**config.mk**
```make
export PLATFORM = sky130hd
export DESIGN_NAME = masoc_alarm_ctrl
export DESIGN_NICKNAME = d
export VERILOG_FILES = /design/src/hdl/masoc_alarm_ctrl.v
export VERILOG_INCLUDE_DIRS = /design/src /design/src/hdl
export SDC_FILE = /design/constraint.sdc
export NUM_CORES = 1
export LEC_CHECK = 0
export BUFFER_PORTS_ARGS = -buffer_cell sky130_fd_sc_hd__buf_4
export CAP_MARGIN = 20
export CORE_MARGIN = 3
export CORE_UTILIZATION = 40
export CTS_BUF_LIST = sky130_fd_sc_hd__clkbuf_4
export DETAILED_ROUTE_END_ITERATION = 8
export GPL_TIMING_DRIVEN = 0
export PLACE_DENSITY = 0.56
export SYNTH_ARGS = -nofsm -noshare
export SYNTH_HDL_FRONTEND = slang
export SYNTH_SLANG_ARGS = --single-unit
export TNS_END_PERCENT = 50
```
**constraint.sdc**
```tcl
create_clock -name clk_sys -period 1.96 [get_ports clk_sys]
set_input_delay 0.49 -clock clk_sys [delete_from_list [all_inputs] [get_ports clk_sys]]
set_output_delay 0.49 -clock clk_sys [all_outputs]
set_load 0.02 [all_outputs]
```
**src/hdl/masoc_map.vh**
```
// register map, field positions, reset values and timing for alarm control
`ifndef MASOC_MAP_VH
`define MASOC_MAP_VH

`define MASOC_OFF_STAT1        8'h01
`define MASOC_OFF_STAT2        8'h02
`define MASOC_OFF_MASK1        8'h03
`define MASOC_OFF_MASK2        8'h04
`define MASOC_OFF_FANPIN       8'h05
`define MASOC_OFF_OSCFG        8'h06

`define MASOC_RST_MASK1        8'h00
`define MASOC_RST_MASK2        8'h00
`define MASOC_RST_FANPIN       8'h14
`define MASOC_RST_OSCFG        3'h0

`define MASOC_ST2_HOT          0
`define MASOC_ST2_BTI          1
`define MASOC_ST2_FAN_A        2
`define MASOC_ST2_FAN_B        3
`define MASOC_ST2_CHASSIS      4
`define MASOC_ST2_OVERTEMP     5

`define MASOC_M2_INT_ONETIME   6
`define MASOC_M2_OS_ONETIME    7

`define MASOC_FP_MODE_A        0
`define MASOC_FP_MODE_B        1
`define MASOC_FP_CODE_A_HI     2
`define MASOC_FP_CODE_A_LO     3
`define MASOC_FP_CODE_B_HI     4
`define MASOC_FP_CODE_B_LO     5
`define MASOC_FP_OS_EN         6
`define MASOC_FP_RST_EN        7

`define MASOC_OC_PIN_STATE     0
`define MASOC_OC_OS_POL        1
`define MASOC_OC_OS_ONETIME    2
`define MASOC_OC_HIRES         3

`define MASOC_CODE_ACT_LOW     2'h1

`define MASOC_CLK_NS           100
`define MASOC_RST_PULSE_NS     10000
`define MASOC_RST_PULSE_CYC    16'h0064

`endif

```
**src/hdl/masoc_alarm_ctrl.v**
```verilog
// alarm status, masks, fan input modes and shared pin control with bus slave
`include "masoc_map.vh"

// Functional notes
// - hot limit sets status bit 0, mode-dependent
// - board alert input sets status bit 1
// - fan limits set status bits 2, 3
// - chassis intrusion high sets status bit 4
// - overtemp limit sets status bit 5, mode-dependent
// - mask 1 bits block status 1 interrupts
// - mask 2 bits 0-5 block status 2 interrupts
// - mask2 bit6 selects default or one-time
// - mask2 bit7 selects comparator or one-time
// - fan mode bit selects level or count
// - count mode divides by 1,2,4,8
// - level mode code 01 low, 00 high
// - bit6 only selects overtemp pin function
// - bit7 only selects reset pin function
// - both bits set disables shared pin
// - config bit0 reads pin state in overtemp function, else 0
// - config bit1 sets overtemp polarity
// - config bit2 one-time or comparator pin
// - config bit3 selects high resolution
// - low temperature bits read in 7:4 in high resolution, else only bit 7
// - status read returns then clears, drops interrupt
// - one-time rearms only below hysteresis
// - comparator holds until below hysteresis
// - interrupt needs interrupt enable bit
module masoc_alarm_ctrl #(
  parameter [6:0]  DEV_ADDR      = 7'h2f,
  parameter [15:0] RST_PULSE_CYC = `MASOC_RST_PULSE_CYC
) (
  input  wire       clk_sys,
  input  wire       rstn,
  input  wire       scl_in,
  input  wire       sda_in,
  output wire       sda_out,
  output reg        sda_oe,
  input  wire       board_temp_alert_input_n,
  input  wire       chassis_intrusion_input,
  input  wire       fan_input_a,
  input  wire       fan_input_b,
  input  wire       hot_limit_exceeded,
  input  wire       hot_below_hyst,
  input  wire       os_limit_exceeded,
  input  wire       os_below_hyst,
  input  wire [1:0] fan_over_limit,
  input  wire [7:0] status_first,
  input  wire       int_enable,
  input  wire       int_clear,
  input  wire       reset_out_req,
  input  wire [3:0] temp_low_bits,
  output reg        status_first_clr,
  output reg        interrupt_out,
  output reg        shared_reset_overtemp_pin,
  output reg        shared_pin_oe,
  output reg        reset_out_done,
  output reg        high_resolution,
  output reg  [1:0] fan_count_pulse,
  output reg  [1:0] fan_level_active
);

  localparam [2:0] ST_IDLE = 3'h0;
  localparam [2:0] ST_ADDR = 3'h1;
  localparam [2:0] ST_PTR  = 3'h2;
  localparam [2:0] ST_WR   = 3'h3;
  localparam [2:0] ST_RD   = 3'h4;

  // pin synchronisers: scl, sda, alert, chassis, fan a, fan b
  reg  [5:0] sync1_r;
  reg  [5:0] sync2_r;
  reg  [5:0] sync3_r;
  wire       scl_s  = sync2_r[0];
  wire       sda_s  = sync2_r[1];
  wire       scl_q  = sync3_r[0];
  wire       sda_q  = sync3_r[1];

  always @(posedge clk_sys or negedge rstn) begin
    if (!rstn) begin
      // idle level of each pin, so no false event follows reset
      sync1_r <= 6'h07;
      sync2_r <= 6'h07;
      sync3_r <= 6'h07;
    end else begin
      sync1_r <= {fan_input_b, fan_input_a, chassis_intrusion_input,
                  board_temp_alert_input_n, sda_in, scl_in};
      sync2_r <= sync1_r;
      sync3_r <= sync2_r;
    end
  end

  wire bus_start = scl_s & scl_q & sda_q & ~sda_s;
  wire bus_stop  = scl_s & scl_q & ~sda_q & sda_s;
  wire scl_rise  = scl_s & ~scl_q;
  wire scl_fall  = ~scl_s & scl_q;

  // two-wire slave
  reg  [2:0] st_r;
  reg  [3:0] bcnt_r;
  reg  [7:0] shf_r;
  reg  [7:0] ptr_r;
  reg        ack_r;
  reg        rw_r;
  reg        mnack_r;
  reg  [7:0] rdata;

  wire active  = ~bus_start & ~bus_stop & (st_r != ST_IDLE);
  wire wr_now  = active & scl_fall & ~ack_r & (bcnt_r == 4'h8) &
                 (st_r == ST_WR);
  wire rd_load = active & scl_fall & ack_r &
                 (((st_r == ST_ADDR) & rw_r) | ((st_r == ST_RD) & ~mnack_r));
  wire clr2    = rd_load & (ptr_r == `MASOC_OFF_STAT2);

  assign sda_out = 1'b0;

  always @(posedge clk_sys or negedge rstn) begin
    if (!rstn) begin
      st_r    <= ST_IDLE;
      bcnt_r  <= 4'h0;
      shf_r   <= 8'h00;
      ptr_r   <= 8'h00;
      ack_r   <= 1'b0;
      rw_r    <= 1'b0;
      mnack_r <= 1'b1;
      sda_oe  <= 1'b0;
    end else if (bus_start) begin
      st_r   <= ST_ADDR;
      bcnt_r <= 4'h0;
      ack_r  <= 1'b0;
      sda_oe <= 1'b0;
    end else if (bus_stop) begin
      st_r   <= ST_IDLE;
      ack_r  <= 1'b0;
      sda_oe <= 1'b0;
    end else if (st_r != ST_IDLE) begin
      if (scl_rise && !ack_r && st_r != ST_RD) begin
        shf_r  <= {shf_r[6:0], sda_s};
        bcnt_r <= bcnt_r + 4'h1;
      end
      if (scl_rise && ack_r && st_r == ST_RD) begin
        mnack_r <= sda_s;
      end
      if (scl_fall) begin
        if (ack_r) begin
          ack_r  <= 1'b0;
          sda_oe <= 1'b0;
          bcnt_r <= 4'h0;
          if (rd_load) begin
            st_r   <= ST_RD;
            shf_r  <= rdata;
            sda_oe <= ~rdata[7];
            bcnt_r <= 4'h1;
          end else if (st_r == ST_RD || (st_r == ST_ADDR && rw_r)) begin
            st_r <= ST_IDLE;
          end else if (st_r == ST_ADDR) begin
            st_r <= ST_PTR;
          end else begin
            st_r <= ST_WR;
          end
        end else if (bcnt_r == 4'h8) begin
          if (st_r == ST_RD) begin
            sda_oe <= 1'b0;
            ack_r  <= 1'b1;
            ptr_r  <= ptr_r + 8'h01;
          end else if (st_r == ST_ADDR) begin
            if (shf_r[7:1] == DEV_ADDR) begin
              ack_r  <= 1'b1;
              sda_oe <= 1'b1;
              rw_r   <= shf_r[0];
            end else begin
              st_r <= ST_IDLE;
            end
          end else begin
            if (st_r == ST_PTR) begin
              ptr_r <= shf_r;
            end else begin
              ptr_r <= ptr_r + 8'h01;
            end
            ack_r  <= 1'b1;
            sda_oe <= 1'b1;
          end
        end else if (st_r == ST_RD) begin
          shf_r  <= {shf_r[6:0], 1'b0};
          sda_oe <= ~shf_r[6];
          bcnt_r <= bcnt_r + 4'h1;
        end
      end
    end
  end

  // registers
  reg  [5:0] stat2_r;
  reg  [7:0] mask1_r;
  reg  [7:0] mask2_r;
  reg  [7:0] fanpin_r;
  reg  [3:1] oscfg_r;
  reg        hot_armed_r;
  reg        os_armed_r;
  reg        pin_armed_r;
  reg        os_act_r;
  reg        rst_act_r;
  reg [15:0] rst_cnt_r;
  reg  [5:0] stat2_set;
  reg  [5:0] stat2_nxt;

  wire hot_onetime = mask2_r[`MASOC_M2_INT_ONETIME];
  wire os_onetime  = mask2_r[`MASOC_M2_OS_ONETIME];
  wire hot_evt = hot_limit_exceeded & (~hot_onetime | hot_armed_r);
  wire os_evt  = os_limit_exceeded & (~os_onetime | os_armed_r);
  wire pin_os  = fanpin_r[`MASOC_FP_OS_EN] & ~fanpin_r[`MASOC_FP_RST_EN];
  wire pin_rst = fanpin_r[`MASOC_FP_RST_EN] & ~fanpin_r[`MASOC_FP_OS_EN];
  wire pin_ot  = oscfg_r[`MASOC_OC_OS_ONETIME];

  always @* begin
    stat2_set = 6'h00;
    stat2_set[`MASOC_ST2_HOT]      = hot_evt;
    stat2_set[`MASOC_ST2_BTI]      = ~sync2_r[2];
    stat2_set[`MASOC_ST2_FAN_A]    = fan_over_limit[0];
    stat2_set[`MASOC_ST2_FAN_B]    = fan_over_limit[1];
    stat2_set[`MASOC_ST2_CHASSIS]  = sync2_r[3];
    stat2_set[`MASOC_ST2_OVERTEMP] = os_evt;
    stat2_nxt = (clr2 ? 6'h00 : stat2_r) | stat2_set;
  end

  always @* begin
    rdata = 8'h00;
    case (ptr_r)
      `MASOC_OFF_STAT2:  rdata = {2'b00, stat2_r};
      `MASOC_OFF_MASK1:  rdata = mask1_r;
      `MASOC_OFF_MASK2:  rdata = mask2_r;
      `MASOC_OFF_FANPIN: rdata = fanpin_r;
      `MASOC_OFF_OSCFG: begin
        rdata[`MASOC_OC_PIN_STATE] = pin_os & shared_reset_overtemp_pin;
        rdata[3:1] = oscfg_r;
        if (oscfg_r[`MASOC_OC_HIRES]) begin
          rdata[7:4] = temp_low_bits;
        end else begin
          rdata[7] = temp_low_bits[3];
        end
      end
      default:           rdata = 8'h00;
    endcase
  end

  always @(posedge clk_sys or negedge rstn) begin
    if (!rstn) begin
      stat2_r          <= 6'h00;
      mask1_r          <= `MASOC_RST_MASK1;
      mask2_r          <= `MASOC_RST_MASK2;
      fanpin_r         <= `MASOC_RST_FANPIN;
      oscfg_r          <= `MASOC_RST_OSCFG;
      status_first_clr <= 1'b0;
      high_resolution  <= 1'b0;
    end else begin
      stat2_r          <= stat2_nxt;
      status_first_clr <= rd_load & (ptr_r == `MASOC_OFF_STAT1);
      high_resolution  <= oscfg_r[`MASOC_OC_HIRES];
      if (wr_now) begin
        case (ptr_r)
          `MASOC_OFF_MASK1:  mask1_r  <= shf_r;
          `MASOC_OFF_MASK2:  mask2_r  <= shf_r;
          `MASOC_OFF_FANPIN: fanpin_r <= shf_r;
          `MASOC_OFF_OSCFG:  oscfg_r  <= shf_r[3:1];
          default:           mask1_r  <= mask1_r;
        endcase
      end
    end
  end

  // rearm flags and over-temperature pin state
  always @(posedge clk_sys or negedge rstn) begin
    if (!rstn) begin
      hot_armed_r <= 1'b1;
      os_armed_r  <= 1'b1;
      pin_armed_r <= 1'b1;
      os_act_r    <= 1'b0;
    end else begin
      if (!hot_onetime || hot_below_hyst) begin
        hot_armed_r <= 1'b1;
      end else if (hot_evt) begin
        hot_armed_r <= 1'b0;
      end
      if (!os_onetime || os_below_hyst) begin
        os_armed_r <= 1'b1;
      end else if (os_evt) begin
        os_armed_r <= 1'b0;
      end
      if (!pin_ot) begin
        pin_armed_r <= 1'b1;
        if (os_limit_exceeded) begin
          os_act_r <= 1'b1;
        end else if (os_below_hyst) begin
          os_act_r <= 1'b0;
        end
      end else begin
        if (os_limit_exceeded && pin_armed_r) begin
          os_act_r    <= 1'b1;
          pin_armed_r <= 1'b0;
        end else begin
          if (clr2) begin
            os_act_r <= 1'b0;
          end
          if (os_below_hyst) begin
            pin_armed_r <= 1'b1;
          end
        end
      end
    end
  end

  // interrupt output and shared pin drive
  always @(posedge clk_sys or negedge rstn) begin
    if (!rstn) begin
      interrupt_out             <= 1'b0;
      rst_act_r                 <= 1'b0;
      rst_cnt_r                 <= 16'h0000;
      reset_out_done            <= 1'b0;
      shared_reset_overtemp_pin <= 1'b1;
      shared_pin_oe             <= 1'b0;
    end else begin
      interrupt_out <= int_enable & ~int_clear &
                       ((|(stat2_r & ~mask2_r[5:0])) |
                        (|(status_first & ~mask1_r)));
      reset_out_done <= 1'b0;
      if (rst_act_r) begin
        if (rst_cnt_r == RST_PULSE_CYC - 16'h0001) begin
          rst_act_r      <= 1'b0;
          reset_out_done <= 1'b1;
        end
        rst_cnt_r <= rst_cnt_r + 16'h0001;
      end else if (reset_out_req && pin_rst) begin
        rst_act_r <= 1'b1;
        rst_cnt_r <= 16'h0000;
      end
      shared_pin_oe <= pin_os | pin_rst;
      if (pin_os) begin
        shared_reset_overtemp_pin <= oscfg_r[`MASOC_OC_OS_POL] ?
                                     os_act_r : ~os_act_r;
      end else begin
        shared_reset_overtemp_pin <= ~(pin_rst & rst_act_r);
      end
    end
  end

  // fan inputs: divided pulse count or level sense
  genvar g;
  generate
    for (g = 0; g < 2; g = g + 1) begin : g_fan
      reg  [2:0] div_cnt_r;
      wire       mode_lvl = fanpin_r[`MASOC_FP_MODE_A + g];
      wire [1:0] code     = {fanpin_r[`MASOC_FP_CODE_A_HI + 2 * g],
                             fanpin_r[`MASOC_FP_CODE_A_LO + 2 * g]};
      wire [2:0] div_top  = (code == 2'h0) ? 3'h0 :
                            (code == 2'h1) ? 3'h1 :
                            (code == 2'h2) ? 3'h3 : 3'h7;
      wire       pin_s    = sync2_r[4 + g];
      wire       pin_rise = pin_s & ~sync3_r[4 + g];

      always @(posedge clk_sys or negedge rstn) begin
        if (!rstn) begin
          div_cnt_r           <= 3'h0;
          fan_count_pulse[g]  <= 1'b0;
          fan_level_active[g] <= 1'b0;
        end else begin
          fan_count_pulse[g] <= 1'b0;
          if (mode_lvl) begin
            div_cnt_r           <= 3'h0;
            fan_level_active[g] <= (code == `MASOC_CODE_ACT_LOW) ?
                                   ~pin_s : pin_s;
          end else begin
            fan_level_active[g] <= 1'b0;
            if (pin_rise) begin
              if (div_cnt_r >= div_top) begin
                div_cnt_r          <= 3'h0;
                fan_count_pulse[g] <= 1'b1;
              end else begin
                div_cnt_r <= div_cnt_r + 3'h1;
              end
            end
          end
        end
      end
    end
  endgenerate

endmodule // masoc_alarm_ctrl

```
* Word level (Yosys, flattened, before mapping) *
Cells that the tools add are included.

word-level totals
  register bits after elaboration = 115
  input bits = 29
  logic and storage cells = 267

cells by class
  $add $sub $neg = 5
  order comparisons = 2
  equality and inequality tests = 25
  muxes and demuxes = 96
  bitwise operators = 62
  reductions and logical operators = 43

operators by type and width
  cell                     number
  $mux W8                  9
  $mux W3                  23
  $mux W1                  51
  $pmux W8 S5              1
  $mux W16                 2
  $mux W4                  8
  $and A1 B1 Y1            29
  $eq A8 B3 Y1 const B     3
  $not A1 Y1               23
  $add A16 B1 Y16 const B  1
  $eq A16 B7 Y1 const B    1
  $eq A8 B2 Y1 const B     2
  $reduce_and A2 Y1        7
  $reduce_bool A2 Y1       6
  $reduce_bool A3 Y1       4
  $reduce_and A9 Y1        1
  $add A8 B1 Y8 const B    1
  $and A8 B8 Y8            1
  $eq A8 B1 Y1 const B     1
  $ne A4 B4 Y1 const B     2
  $not A8 Y8               1
  $reduce_and A4 Y1        2
  $reduce_bool A4 Y1       2
  $reduce_or A8 Y1         1
  30 further kinds         51

* Longest topological paths before layout *
Gate-level depths: netlist of run 1.

  word-level depth = 15
  mapped depth = 8
  depth with buffers taken out = 7

* Worst setup path after synthesis of run 1 *
Ideal clock, no wire load.

  path kind = register to register
  from = reg bcnt_r[0]
  to = reg fanpin_r[0]
  setup time = 0.125 ns
  arrival = 1.829 ns
  required time = 1.835 ns
  setup slack = 0.006 ns
  cell stages (with the launch flop) = 8
  clock period less this slack = 1.954 ns
  cells stage by stage = dfrtp_1 > inv_1 > ha_1 > nand3b_1 > nor3_4 > and4_4 > nand2_8 > mux2_4

on the way
  longest elaborated chain between the ends = 4

RTL lines
  item                         RTL line                RTL
  start: declaration           masoc_alarm_ctrl.v:99   reg [3:0] bcnt_r;
  start signal: assignment     masoc_alarm_ctrl.v:138  bcnt_r <= bcnt_r + 4'h1;
  start signal: assignment     masoc_alarm_ctrl.v:185  bcnt_r <= bcnt_r + 4'h1;
  $eq A4 B4 Y1                 masoc_alarm_ctrl.v:108  wire wr_now = active & scl_fall & ~ack_r & (bcnt_r == 4'h8) &
  $and A1 B1 Y1 (2 in series)  masoc_alarm_ctrl.v:108
  $reduce_and A2 Y1 (no line)  -
  end signal: assignment       masoc_alarm_ctrl.v:250  fanpin_r <= `MASOC_RST_FANPIN;
  end signal: assignment       masoc_alarm_ctrl.v:262  `MASOC_OFF_FANPIN: fanpin_r <= shf_r;
  end: declaration             masoc_alarm_ctrl.v:195  reg [7:0] fanpin_r;

No other way between the ends.
A chain may end at the register's enable or synchronous reset.

* Worst setup path after layout of run 1 *
  from = reg ptr_r[1]
  to = reg shf_r[6]

on the way
  longest elaborated chain between the ends = 5
  elaborated cells on any way between the ends = 9
  those cells by class = eq/ne (5); mux (4)

RTL lines
  item                                                 RTL line                RTL
  start: declaration                                   masoc_alarm_ctrl.v:101  reg [7:0] ptr_r;
  start signal: assignment                             masoc_alarm_ctrl.v:164  ptr_r <= ptr_r + 8'h01;
  start signal: assignment                             masoc_alarm_ctrl.v:175  ptr_r <= shf_r;
  start signal: assignment                             masoc_alarm_ctrl.v:177  ptr_r <= ptr_r + 8'h01;
  $eq A8 B3 Y1 / $eq A8 B2 Y1 (equally long branches)  masoc_alarm_ctrl.v:227  case (ptr_r)
  $pmux W8 S5 *                                        masoc_alarm_ctrl.v:227
  $mux W8 *                                            masoc_alarm_ctrl.v:148  if (rd_load) begin
  $mux W8 *                                            masoc_alarm_ctrl.v:144  if (ack_r) begin
  $mux W8 *                                            masoc_alarm_ctrl.v:143  if (scl_fall) begin
  end signal: assignment                               masoc_alarm_ctrl.v:137  shf_r <= {shf_r[6:0], sda_s};
  end signal: assignment                               masoc_alarm_ctrl.v:150  shf_r <= rdata;
  end signal: assignment                               masoc_alarm_ctrl.v:183  shf_r <= {shf_r[6:0], 1'b0};
  end: declaration                                     masoc_alarm_ctrl.v:100  reg [7:0] shf_r;

Mark *: on every way between the ends. The rest lies on a longest branch, timed or not.

==> results of run 1 <==
-- flip-flops by register name (all words and copies together), names as in the netlist, 2 cells and up --
signal / cells
st_r: 3
sync2_r: 6
ptr_r: 8
oscfg_r: 3
mask2_r: 8
fanpin_r: 8
stat2_r: 6
mask1_r: 8
fan_level_active: 2
shf_r: 8
fan_count_pulse: 2
bcnt_r: 4
sync1_r: 6
sync3_r: 4
rst_cnt_r: 16
g_fan.div_cnt_r: 6
-- kinds of logic (layout without fill, tap and decap cells) --
group / Yosys count / count (layout) / synth area share [%]
muxes: 33 / 33 / 7.52
DFF: 113 / 113 / 48.7
adders and majority gates: 17 / 17 / 3.64
AOI/OAI and AO/OA: 162 / 162 / 17.9
other: 1 / 1 / 0.0642
and+or+nand+nor: 177 / 177 / 17.5
buffers and inverters: 53 / 155 / 3.85
xor gates and xnor gates: 5 / 5 / 0.749
-- Yosys cell counts (8+ instances only) --
cell type  count
dfrtp_1       98
nand2_1       54
a21oi_1       40
o21ai_0       37
inv_1         33
nand3_1       32
mux2_4        19
ha_1          17
dfstp_2       15
nor2_1        14
mux2_2        11
o31ai_1       11
clkbuf_1       9
nand2b_1       9
nor3_1         9
o22ai_1        9
a21o_1         8
a31oi_1        8
-- layout by cell type, fill, tap and decap left out, types with 4 or more instances in the layout --
| cell | netlist | layout |
|---|---|---|
| clkinv_2 | 0 | 4 |
| ha_1 | 17 | 14 |
| dfstp_2 | 15 | 15 |
| nand3_1 | 32 | 31 |
| o31ai_1 | 11 | 10 |
| a21o_1 | 8 | 8 |
| nand2_1 | 54 | 54 |
| nand2b_1 | 9 | 8 |
| a222oi_1 | 4 | 4 |
| buf_4 | 3 | 70 |
| clkbuf_4 | 0 | 22 |
| clkbuf_2 | 0 | 4 |
| inv_1 | 33 | 31 |
| a21oi_1 | 40 | 36 |
| a221oi_1 | 7 | 6 |
| mux2_4 | 19 | 19 |
| nor3_1 | 9 | 7 |
| buf_6 | 1 | 5 |
| xnor2_1 | 4 | 4 |
| o22ai_1 | 9 | 9 |
| a22oi_1 | 6 | 6 |
| o21ai_0 | 37 | 34 |
| nor4_1 | 5 | 4 |
| a22o_1 | 6 | 6 |
| a2bb2oi_1 | 5 | 5 |
| nor2_1 | 14 | 13 |
| dfrtp_1 | 98 | 95 |
| mux2_2 | 11 | 11 |
| nand4_1 | 4 | 4 |
| o211ai_1 | 7 | 7 |
| a31oi_1 | 8 | 7 |
| and2_1 | 5 | 5 |
-- timing repair --
| item | 4_1_cts | 5_1_grt |
|---|---|---|
| pin swaps | 10 | 16 |
| buffers inserted | 9 | 20 |
| endpoints found under the setup margin | 60 | 55 |
| hold endpoints to repair | 25 | 0 |
| hold buffers | 2 | 0 |
| gates cloned | 0 | 0 |
| gates resized for setup | 23 | 40 |
-- final timing paths --
| kind | start | slack, ns | depth (start not counted) | endpoint |
|---|---|---|---|---|
| setup / recovery | ptr_r[1] | -0.02 | 7 | shf_r[6] |
| hold / removal | sda_in | 0.06 | 1 | sync1_r[1] |
| setup reg to reg | ptr_r[1] | -0.02 | 7 | shf_r[6] |
| hold reg to reg | sync1_r[0] | 0.36 | 0 | sync2_r[0] |
| max in group asynchronous | rstn | 0.86 | 3 | sync2_r[0] |
| min in group asynchronous | rstn | 0.38 | 2 | rst_cnt_r[7] |
-- through the flow --
| stage | utilization [%] | TNS [ns] | hold WS [ns] | power, mW | worst slack [ns] |
|---|---|---|---|---|---|
| 3_3_place_gp | 45.1 | -10.31 | 0.345 | 3.04 | -0.307 |
| 5_1_grt | 50.4 | -1.35 | 0.00891 | 5.03 | -0.0764 |
| 2_1_floorplan | - | 0 | 0.194 | 2.79 | 0.00552 |
| 4_1_cts | 48.5 | -0.855 | 0.000588 | 4.83 | -0.0608 |
| 3_5_place_dp | 45.3 | -11.12 | 0.336 | 3.06 | -0.325 |
| 6_report | 50.4 | -0.0327 | 0.0576 | 4.80 | -0.0192 |
-- layer usage --
layer,vias to the layer above,wire length [µm],global-route usage [%]
li1,2253,-,-
met1,2324,6960,25.5
met2,125,6690,28.5
met3,26,715,5.52
met4,0,276,8.08
met5,-,0,0
-- where the power goes --
part / total [mW] / switching [mW] / leakage (nW) / internal, mW
Combinational: 0.530 / 0.290 / 1.67 / 0.240
Clock: 1.69 / 0.908 / 0.144 / 0.781
Sequential: 2.58 / 0.161 / 1.38 / 2.42
Total: 4.80 / 1.36 / 3.19 / 3.44
-- final cells by class --
| type | instances | area share (%) |
|---|---|---|
| Multi-Input combinational cell | 395 | 41.4 |
| Tap cell | 180 | 3.17 |
| Clock inverter | 12 | 1.67 |
| Clock buffer | 20 | 2.11 |
| Sequential cell | 113 | 40.1 |
| Inverter | 33 | 1.74 |
| Buffer | 19 | 1.76 |
| Timing Repair Buffer | 71 | 7.96 |
==> results.toml, run 1 <==
[status]
status = "finished, violations left"
violations = "setup timing"

[logic_synthesis]
async_flop_share_pct = 100
syn_nets = 607
synth.area.top_cells = "dfrtp_1 42%, dfstp_2 6.7%, mux2_4 4.9%, ha_1 3.6%, nand2_1 3.5%"
synthDistinctLibCells = 73
avgSynthCellArea_um2 = 10.4
postSynthCellCount = 561
ys_seq_area_share_pct = 48.7
synth_edf_count = 0
yosysTopAreaCell = "dfrtp_1"
synth-seq-cells = 113
ys.flop_type = "dfrtp_1"
synth.yosys.warnings = 0
synth.cell_area_mm2 = 0.00584
synth_top_area_share_pct = 42.0

[floorplan]
die_y_um = 127
initial_utilization_pct = 41.5
die_area_mm2 = 0.0161
core-area_mm2 = 0.0141
pin_count = 41
die_w_um = 127
num_rows = 43

[pwr]
irDropWorstVdd_v = 0.000518
power_density_mw_per_mm2 = 676
p_leak_nw = 3.19

[sta]
final.min_clock_period_ns = 1.98
hold_viol_final = 0
max-slew-margin-rel_pct = 57.4
fin_skew_ns = 0.0150
fmax_mhz = 505
setup_violations = 4
finalMaxSlewViolations = 0
setup_slack_ns = -0.0192
rsz0062_at_grt = "yes"
min_period_over_period_pct = 101
worst_pin_slew_ns = 0.639

[layout]
num-fill-cells = 1337
instances_no_fill = 843
multi_input_area_mm2 = 0.00294
nNetsFinal = 696
final_area_mm2 = 0.00710
drive_gt1_share_pct = 31.1
area_growth_pct = 21.5
num_antenna_cells = 0
regArea_mm2 = 0.00285

[min_path]
hold_path.class = "input pin to flop"

[placement]
gp_congestion = 0.857
placed_cell_area_mm2 = 0.00639
io_buffers = 39
hpwlAfterDp_um = 9940
dp_cells = 781

[clock_network]
cts_tree = "yes"
htree_levels = 4
path_clk_slew_ns = 0.10
cts.sink_count = 113
numCtsBuffers = 17
clkLatencyLatePin_ns = 0.54
clock_path_buffers = 2
root_buffer = "clkbuf_4"

[grt]
grt_max_degree = 90
antenna_found_initial = 0
grt_overflow = 0
grt_pass1_wl_um = 24200
grt_usage_pct = 18.9
grt_pass1_vias = 4722

[route]
via_per_inst = 5.61
wl_um = 14600
num_vias = 4728
wl_per_cell_um = 17.4
ant_nets = 0
drcViolationCount = 0
dr.pass1.iters = 5
drtIter0Drc = 380

[worst_setup_path]
endpoint_kind = "flop"
crit_slowest_cell = "dfrtp_1"
arrival_ns = 2.40
cp_top_family = "compound AO/OA/AOI/OAI gates"
worst-path-buf-inv = 1
required_ns = 2.38
crit_chain = "buf_4 > ha_2 > and2_1 > a222oi_1 > a2bb2oi_1 > o22ai_1 > o22a_1"
critPathMaxFanout = 4
cp-start-kind = "flop"
critPathMaxStageDelay_ns = 0.43
path_class = "flop to flop"

[flow_run]
max-cap-violations = 0
No activity file was read; power rests on OpenSTA's default activity.
==> run 2: changes to the inputs <==
CELL_PAD_IN_SITES_DETAIL_PLACEMENT = 1   (was default)
CELL_PAD_IN_SITES_GLOBAL_PLACEMENT = 1   (was default)
PLACE_DENSITY = 0.68   (was 0.56)
==> run 2 against run 1 <==
Effect of this change:
- critical path depth down 1
- the flow still finishes with violations (setup timing)
- register-to-register slack about the same
- combinational power down 5.1%
- largest power group unchanged
==> results.toml, run 2 (synthesis gave the netlist of run 1 again) <==
[layout]
num_antenna_cells = 0
nNetsFinal = 690
largest_register_ffs = 16
regMostFlops = "rst_cnt_r"
regArea_mm2 = 0.00285
postLayoutCoreUtil_pct = 50.7
num-fill-cells = 1564
area_growth_pct = 22.3
multi_input_area_mm2 = 0.00299
layout_common_cells = "92 x dfrtp_1, 65 x buf_4, 54 x nand2_1"
final_common_cell = "dfrtp_1"
drive_gt1_share_pct = 32.4

[flow_run]
max-cap-violations = 0

[worst_setup_path]
arrival_ns = 2.41
path_class = "flop to flop"
crit_slowest_cell = "dfstp_2"
cp-startpoint = "sync2_r[0]"
cp-start-kind = "flop"
crit_chain = "buf_4 > nand2b_2 > nor3_4 > and4_4 > nand2_8 > mux2_4"
required_ns = 2.38
critPathMaxFanout = 8
worst-path-buf-inv = 1
cp_top_family = "simple AND/OR/NAND/NOR gates"
critPathMaxStageDelay_ns = 0.42
endpoint_kind = "flop"
reg2reg_from = "sync2_r[0]"

[floorplan]
pin_count = 41
core-area_mm2 = 0.0141
die_area_mm2 = 0.0161
num_rows = 43
die_y_um = 127
initial_utilization_pct = 41.5
die_w_um = 127

[sta]
max-slew-margin-rel_pct = 56.0
min_period_over_period_pct = 102
fmax_mhz = 502
setup_tns_ns = -0.285
finalMaxSlewViolations = 0
setup_slack_ns = -0.0310
setup_violations = 16
hold_viol_final = 0
rsz0062_at_grt = "yes"
final.min_clock_period_ns = 1.99
worst_pin_slew_ns = 0.660
fin_skew_ns = 0.0264

[status]
status = "finished, violations left"
violations = "setup timing"

[route]
ant_nets = 0
drcViolationCount = 0
num_vias = 4786
drtIter0Drc = 283
via_per_inst = 5.72
dr.pass1.iters = 4
wl_um = 16900
wl_per_cell_um = 20.2

[grt]
grt_max_degree = 61
antenna_found_initial = 0
grt_usage_pct = 21.3
grt_overflow = 0
grt_pass1_wl_um = 27200
grt_pass1_vias = 5199

[pwr]
power_density_mw_per_mm2 = 702
power_mw = 5.01
p_leak_nw = 3.16
irDropWorstVdd_v = 0.000506

[placement]
gp_congestion = 0.812
hpwlAfterDp_um = 11700
io_buffers = 39

[clock_network]
clkLatencyLatePin_ns = 0.55
cts.sink_count = 113
path_clk_slew_ns = 0.11
root_buffer = "clkbuf_4"
htree_levels = 4
numCtsBuffers = 17
clock_path_buffers = 2
cts_tree = "yes"

[min_path]
hold_path.class = "input pin to flop"
hp-start = "sda_in"
[run 2: cell types whose count changed in the layout (fill, tap and decap cells not counted), sizes merged]
cell / change
clkbuf: -6
buf: -5
dlygate4sd3: +3
clkinv: -2
clkinvlp: +2
bufinv: +1
inv: +1
[run 2: layout make-up]
class                      count  area share [%]
buffer                        16            1.45
clock buffer                  18            1.89
clock inverter                14            2.31
inverter                      33            1.73
multi-input combinational    395            41.9
sequential                   113            39.9
tap                          180            3.15
timing repair buffer          68            7.65
[run 2: repair_timing]
| action | in CTS | in global routing |
|---|---|---|
| resized for setup | 28 | 42 |
| hold buffers | 2 | 3 |
| hold endpoints to repair | 51 | 3 |
| buffers inserted | 11 | 12 |
| setup endpoints to repair | 61 | 65 |
| pin swaps | 9 | 14 |
| cloned | 0 | 0 |
[run 2: per-layer routing]
layer | vias up | GRT usage, % | part of all wire [%]
li1 | 2237 | - | -
met3 | 20 | 4.88 | 2.9
met2 | 67 | 37.0 | 52
met5 | - | 0 | 0
met1 | 2462 | 26.6 | 43
met4 | 0 | 6.25 | 1.8
[run 2: report_power, final]
part	total [mW]	internal (mW)	switching (mW)
Sequential	2.65	2.43	0.224
Combinational	0.503	0.239	0.264
Clock	1.86	0.891	0.970
Total	5.01	3.56	1.46
[run 2: path summary, 6_finish.rpt]
path | end | slack, ns | cells after the start
worst min register to register | sync2_r[1] | 0.36 | 0
min in group asynchronous | rst_cnt_r[5] | 0.47 | 2
max in group asynchronous | sync2_r[1] | 0.77 | 3
worst min-delay path | sync1_r[1] | 0.06 | 1
worst max-delay path | mask2_r[0] | -0.03 | 6
worst max register to register | mask2_r[0] | -0.03 | 6
[run 2: metrics by stage]
| stage | cell area, µm² | hold slack [ns] | cells | worst slack [ns] |
|---|---|---|---|---|
| floorplan | 5840 | 0.194 | 561 | 0.00552 |
| global placement | 6360 | 0.338 | 780 | -0.325 |
| detailed placement | 6390 | 0.336 | 781 | -0.397 |
| CTS | 6900 | 0.00422 | 824 | -0.0935 |
| global route | 7150 | 0.00284 | 837 | -0.0842 |
| finish | 7150 | 0.0557 | 837 | -0.0310 |
==> run 3: changes to the inputs <==
ABC_AREA = 1   (was default)
CORE_MARGIN = default   (was 3)
PLACE_DENSITY = 0.69   (was 0.68)
clock period = 2.4 ns   (was 1.96 ns; I/O delays follow)
==> run 3 against run 2 <==
Effect of this change:
- the run now ends clean
- total power decreased by 14%
- combinational power rose by 50%
- clock power decreased by 28%
- critical endpoint is now mask1_r[6]
- largest power group unchanged
==> results.toml, run 3 <==
[route]
drtIter0Drc = 207
dr.pass1.iters = 5
num_vias = 5572
via_per_inst = 5.25
wl_um = 17700
drcViolationCount = 0
wl_per_cell_um = 16.7
ant_nets = 0

[sta]
finalMaxSlewViolations = 0
rsz0062_at_grt = "no"
final.min_clock_period_ns = 2.19
setup_violations = 0
max-slew-margin-rel_pct = 58.8
fin_skew_ns = 0.0191
min_period_over_period_pct = 91.4
worst_pin_slew_ns = 0.602
setup_tns_ns = 0
fmax_mhz = 456
hold_viol_final = 0

[placement]
gp_congestion = 0.839
hpwlAfterDp_um = 13400
io_buffers = 39

[logic_synthesis]
synth_top_family_by_area = "simple AND/OR/NAND/NOR gates"
synth-compound-area-share_pct = 14.0
postSynthCellCount = 805
syn_nets = 851
synth_mux_area_share_pct = 0.327
synth_xor_area_share_pct = 0.857
yosysMostFrequentCell = "nand2_1"
synth_fa_ha_area_share_pct = 3.47
avgSynthCellArea_um2 = 7.62
yosysTopAreaCell = "dfrtp_1"
synth-simple-area-share_pct = 25.0
synth.area.top_cells = "dfrtp_1 40%, nand2_1 13%, inv_1 8.4%, o21ai_0 7.2%, dfstp_2 6.4%"
synth.yosys.warnings = 0
synth.cell_area_mm2 = 0.00613
ys.flop_type = "dfrtp_1"
synth_edf_count = 0
ys_seq_area_share_pct = 46.4
synth-seq-cells = 113
synthDistinctLibCells = 45
synth_common_cells = "213 x nand2_1, 137 x inv_1, 98 x dfrtp_1"
synth_top_area_share_pct = 40.0
async_flop_share_pct = 100

[grt]
antenna_found_initial = 1
grt_usage_pct = 24.2
grt_max_degree = 59
grt_pass1_vias = 5883
grt_pass1_wl_um = 29700
grt_overflow = 0

[clock_network]
clock_path_buffers = 2
clkLatencyLatePin_ns = 0.54
htree_levels = 4
cts.sink_count = 113
cts_tree = "yes"
numCtsBuffers = 17
path_clk_slew_ns = 0.11
post_cts_buffers = 0
root_buffer = "clkbuf_4"

[floorplan]
die_w_um = 126
die_area_mm2 = 0.0158
die_y_um = 126
initial_utilization_pct = 41.6
core-area_mm2 = 0.0148
pin_count = 41
num_rows = 44

[pwr]
power_density_mw_per_mm2 = 623
p_leak_nw = 3.71
power_mw = 4.32
irDropWorstVdd_v = 0.000289

[min_path]
hold_path.class = "input pin to flop"

[layout]
layout_common_cells = "213 x nand2_1, 137 x inv_1, 98 x dfrtp_1"
final_common_cell = "nand2_1"
regMostFlops = "rst_cnt_r"
drive_gt1_share_pct = 13.0
largest_register_ffs = 16
area_growth_pct = 13.2
nNetsFinal = 910

[status]
status = "complete, no violations"

[worst_setup_path]
path_class = "flop to flop"
cp-start-kind = "flop"
required_ns = 2.83
critPathMaxFanout = 10
endpoint_kind = "flop"
arrival_ns = 2.62

[flow_run]
max-cap-violations = 0
## run 3: cell count changes after synthesis, sizes merged, moves of 9 or more
cell / previous run / this run
a21oi: 40 / 25
mux2: 30 / 0
nor2: 15 / 58
nand2: 57 / 215
o21ai: 38 / 92
nand3: 32 / 51
o31ai: 11 / 1
nand2b: 9 / 0
inv: 33 / 144
## run 3: critical path, stage by stage, from the launching register on
cell     delay (ns)
dfrtp_1        0.44
inv_1          0.11
ha_1           0.15
nand2_1        0.06
nor2_2         0.20
inv_2          0.11
nor4_4         0.19
nand2_2        0.16
nor2_4         0.24
buf_4          0.22
nand2_1        0.06
o21ai_1        0.10
inv_2          0.04
## run 3: per-stage QoR
stage | hold WS (ns) | utilization (%) | setup WS (ns) | cell area, µm² | instances
after global placement | 0.332 | 45.1 | 0.190 | 6650 | 1028
after CTS | 0.112 | 47.0 | 0.139 | 6940 | 1062
final | 0.164 | 47.0 | 0.207 | 6940 | 1062
after detailed placement | 0.341 | 45.3 | 0.159 | 6690 | 1029
after floorplan | 0.304 | - | 0.619 | 6130 | 805
after global routing | 0.115 | 47.0 | 0.00732 | 6940 | 1062
## run 3: repair_timing
action / 4_1_cts / 5_1_grt
endpoints found under the setup margin: 0 / 6
hold buffers: 1 / 0
hold endpoints to repair: 4 / 0
gates resized for setup: 0 / 1
## run 3: routing by layer
layer	track usage, %	wire [µm]	vias up
met5	0	0	-
met4	8.93	317	0
met1	30.4	8120	2744
met3	4.12	578	24
met2	41.9	8730	96
li1	-	-	2708
## run 3: cells by family (layout without fill, tap and decap cells)
logic type	after synthesis	in the layout
xor gates and xnor gates	6	6
other	1	2
muxes	2	2
adders and majority gates	17	17
AOI/OAI and AO/OA	153	153
and+or+nand+nor	357	357
DFF	113	113
buffers and inverters	156	228
## run 3: layout make-up
cell class	instances	area, µm²
antenna	1	2.50
buffer	10	55.1
clock buffer	23	173
clock inverter	9	68.8
fill	1880	7820
inverter	145	546
multi-input combinational	536	2680
sequential	113	2850
tap	184	230
timing repair buffer	41	334
## run 3: worst paths after layout
| check | start | endpoint | slack (ns) | depth (start not counted) |
|---|---|---|---|---|
| hold reg to reg | sync1_r[2] | sync2_r[2] | 0.36 | 0 |
| max in group asynchronous | rstn | sync3_r[1] | 1.07 | 3 |
| setup reg to reg | bcnt_r[0] | mask1_r[6] | 0.21 | 12 |
| setup / recovery | bcnt_r[0] | mask1_r[6] | 0.21 | 12 |
| hold / removal | fan_input_b | sync1_r[5] | 0.16 | 1 |
| min in group asynchronous | rstn | sync3_r[5] | 0.59 | 2 |
## run 3: power breakdown
part | total (mW) | internal [mW] | switching, mW | leakage, nW
Clock | 1.33 | 0.565 | 0.765 | 0.140
Sequential | 2.23 | 2.02 | 0.211 | 1.42
Combinational | 0.757 | 0.238 | 0.519 | 2.15
Total | 4.32 | 2.83 | 1.49 | 3.71
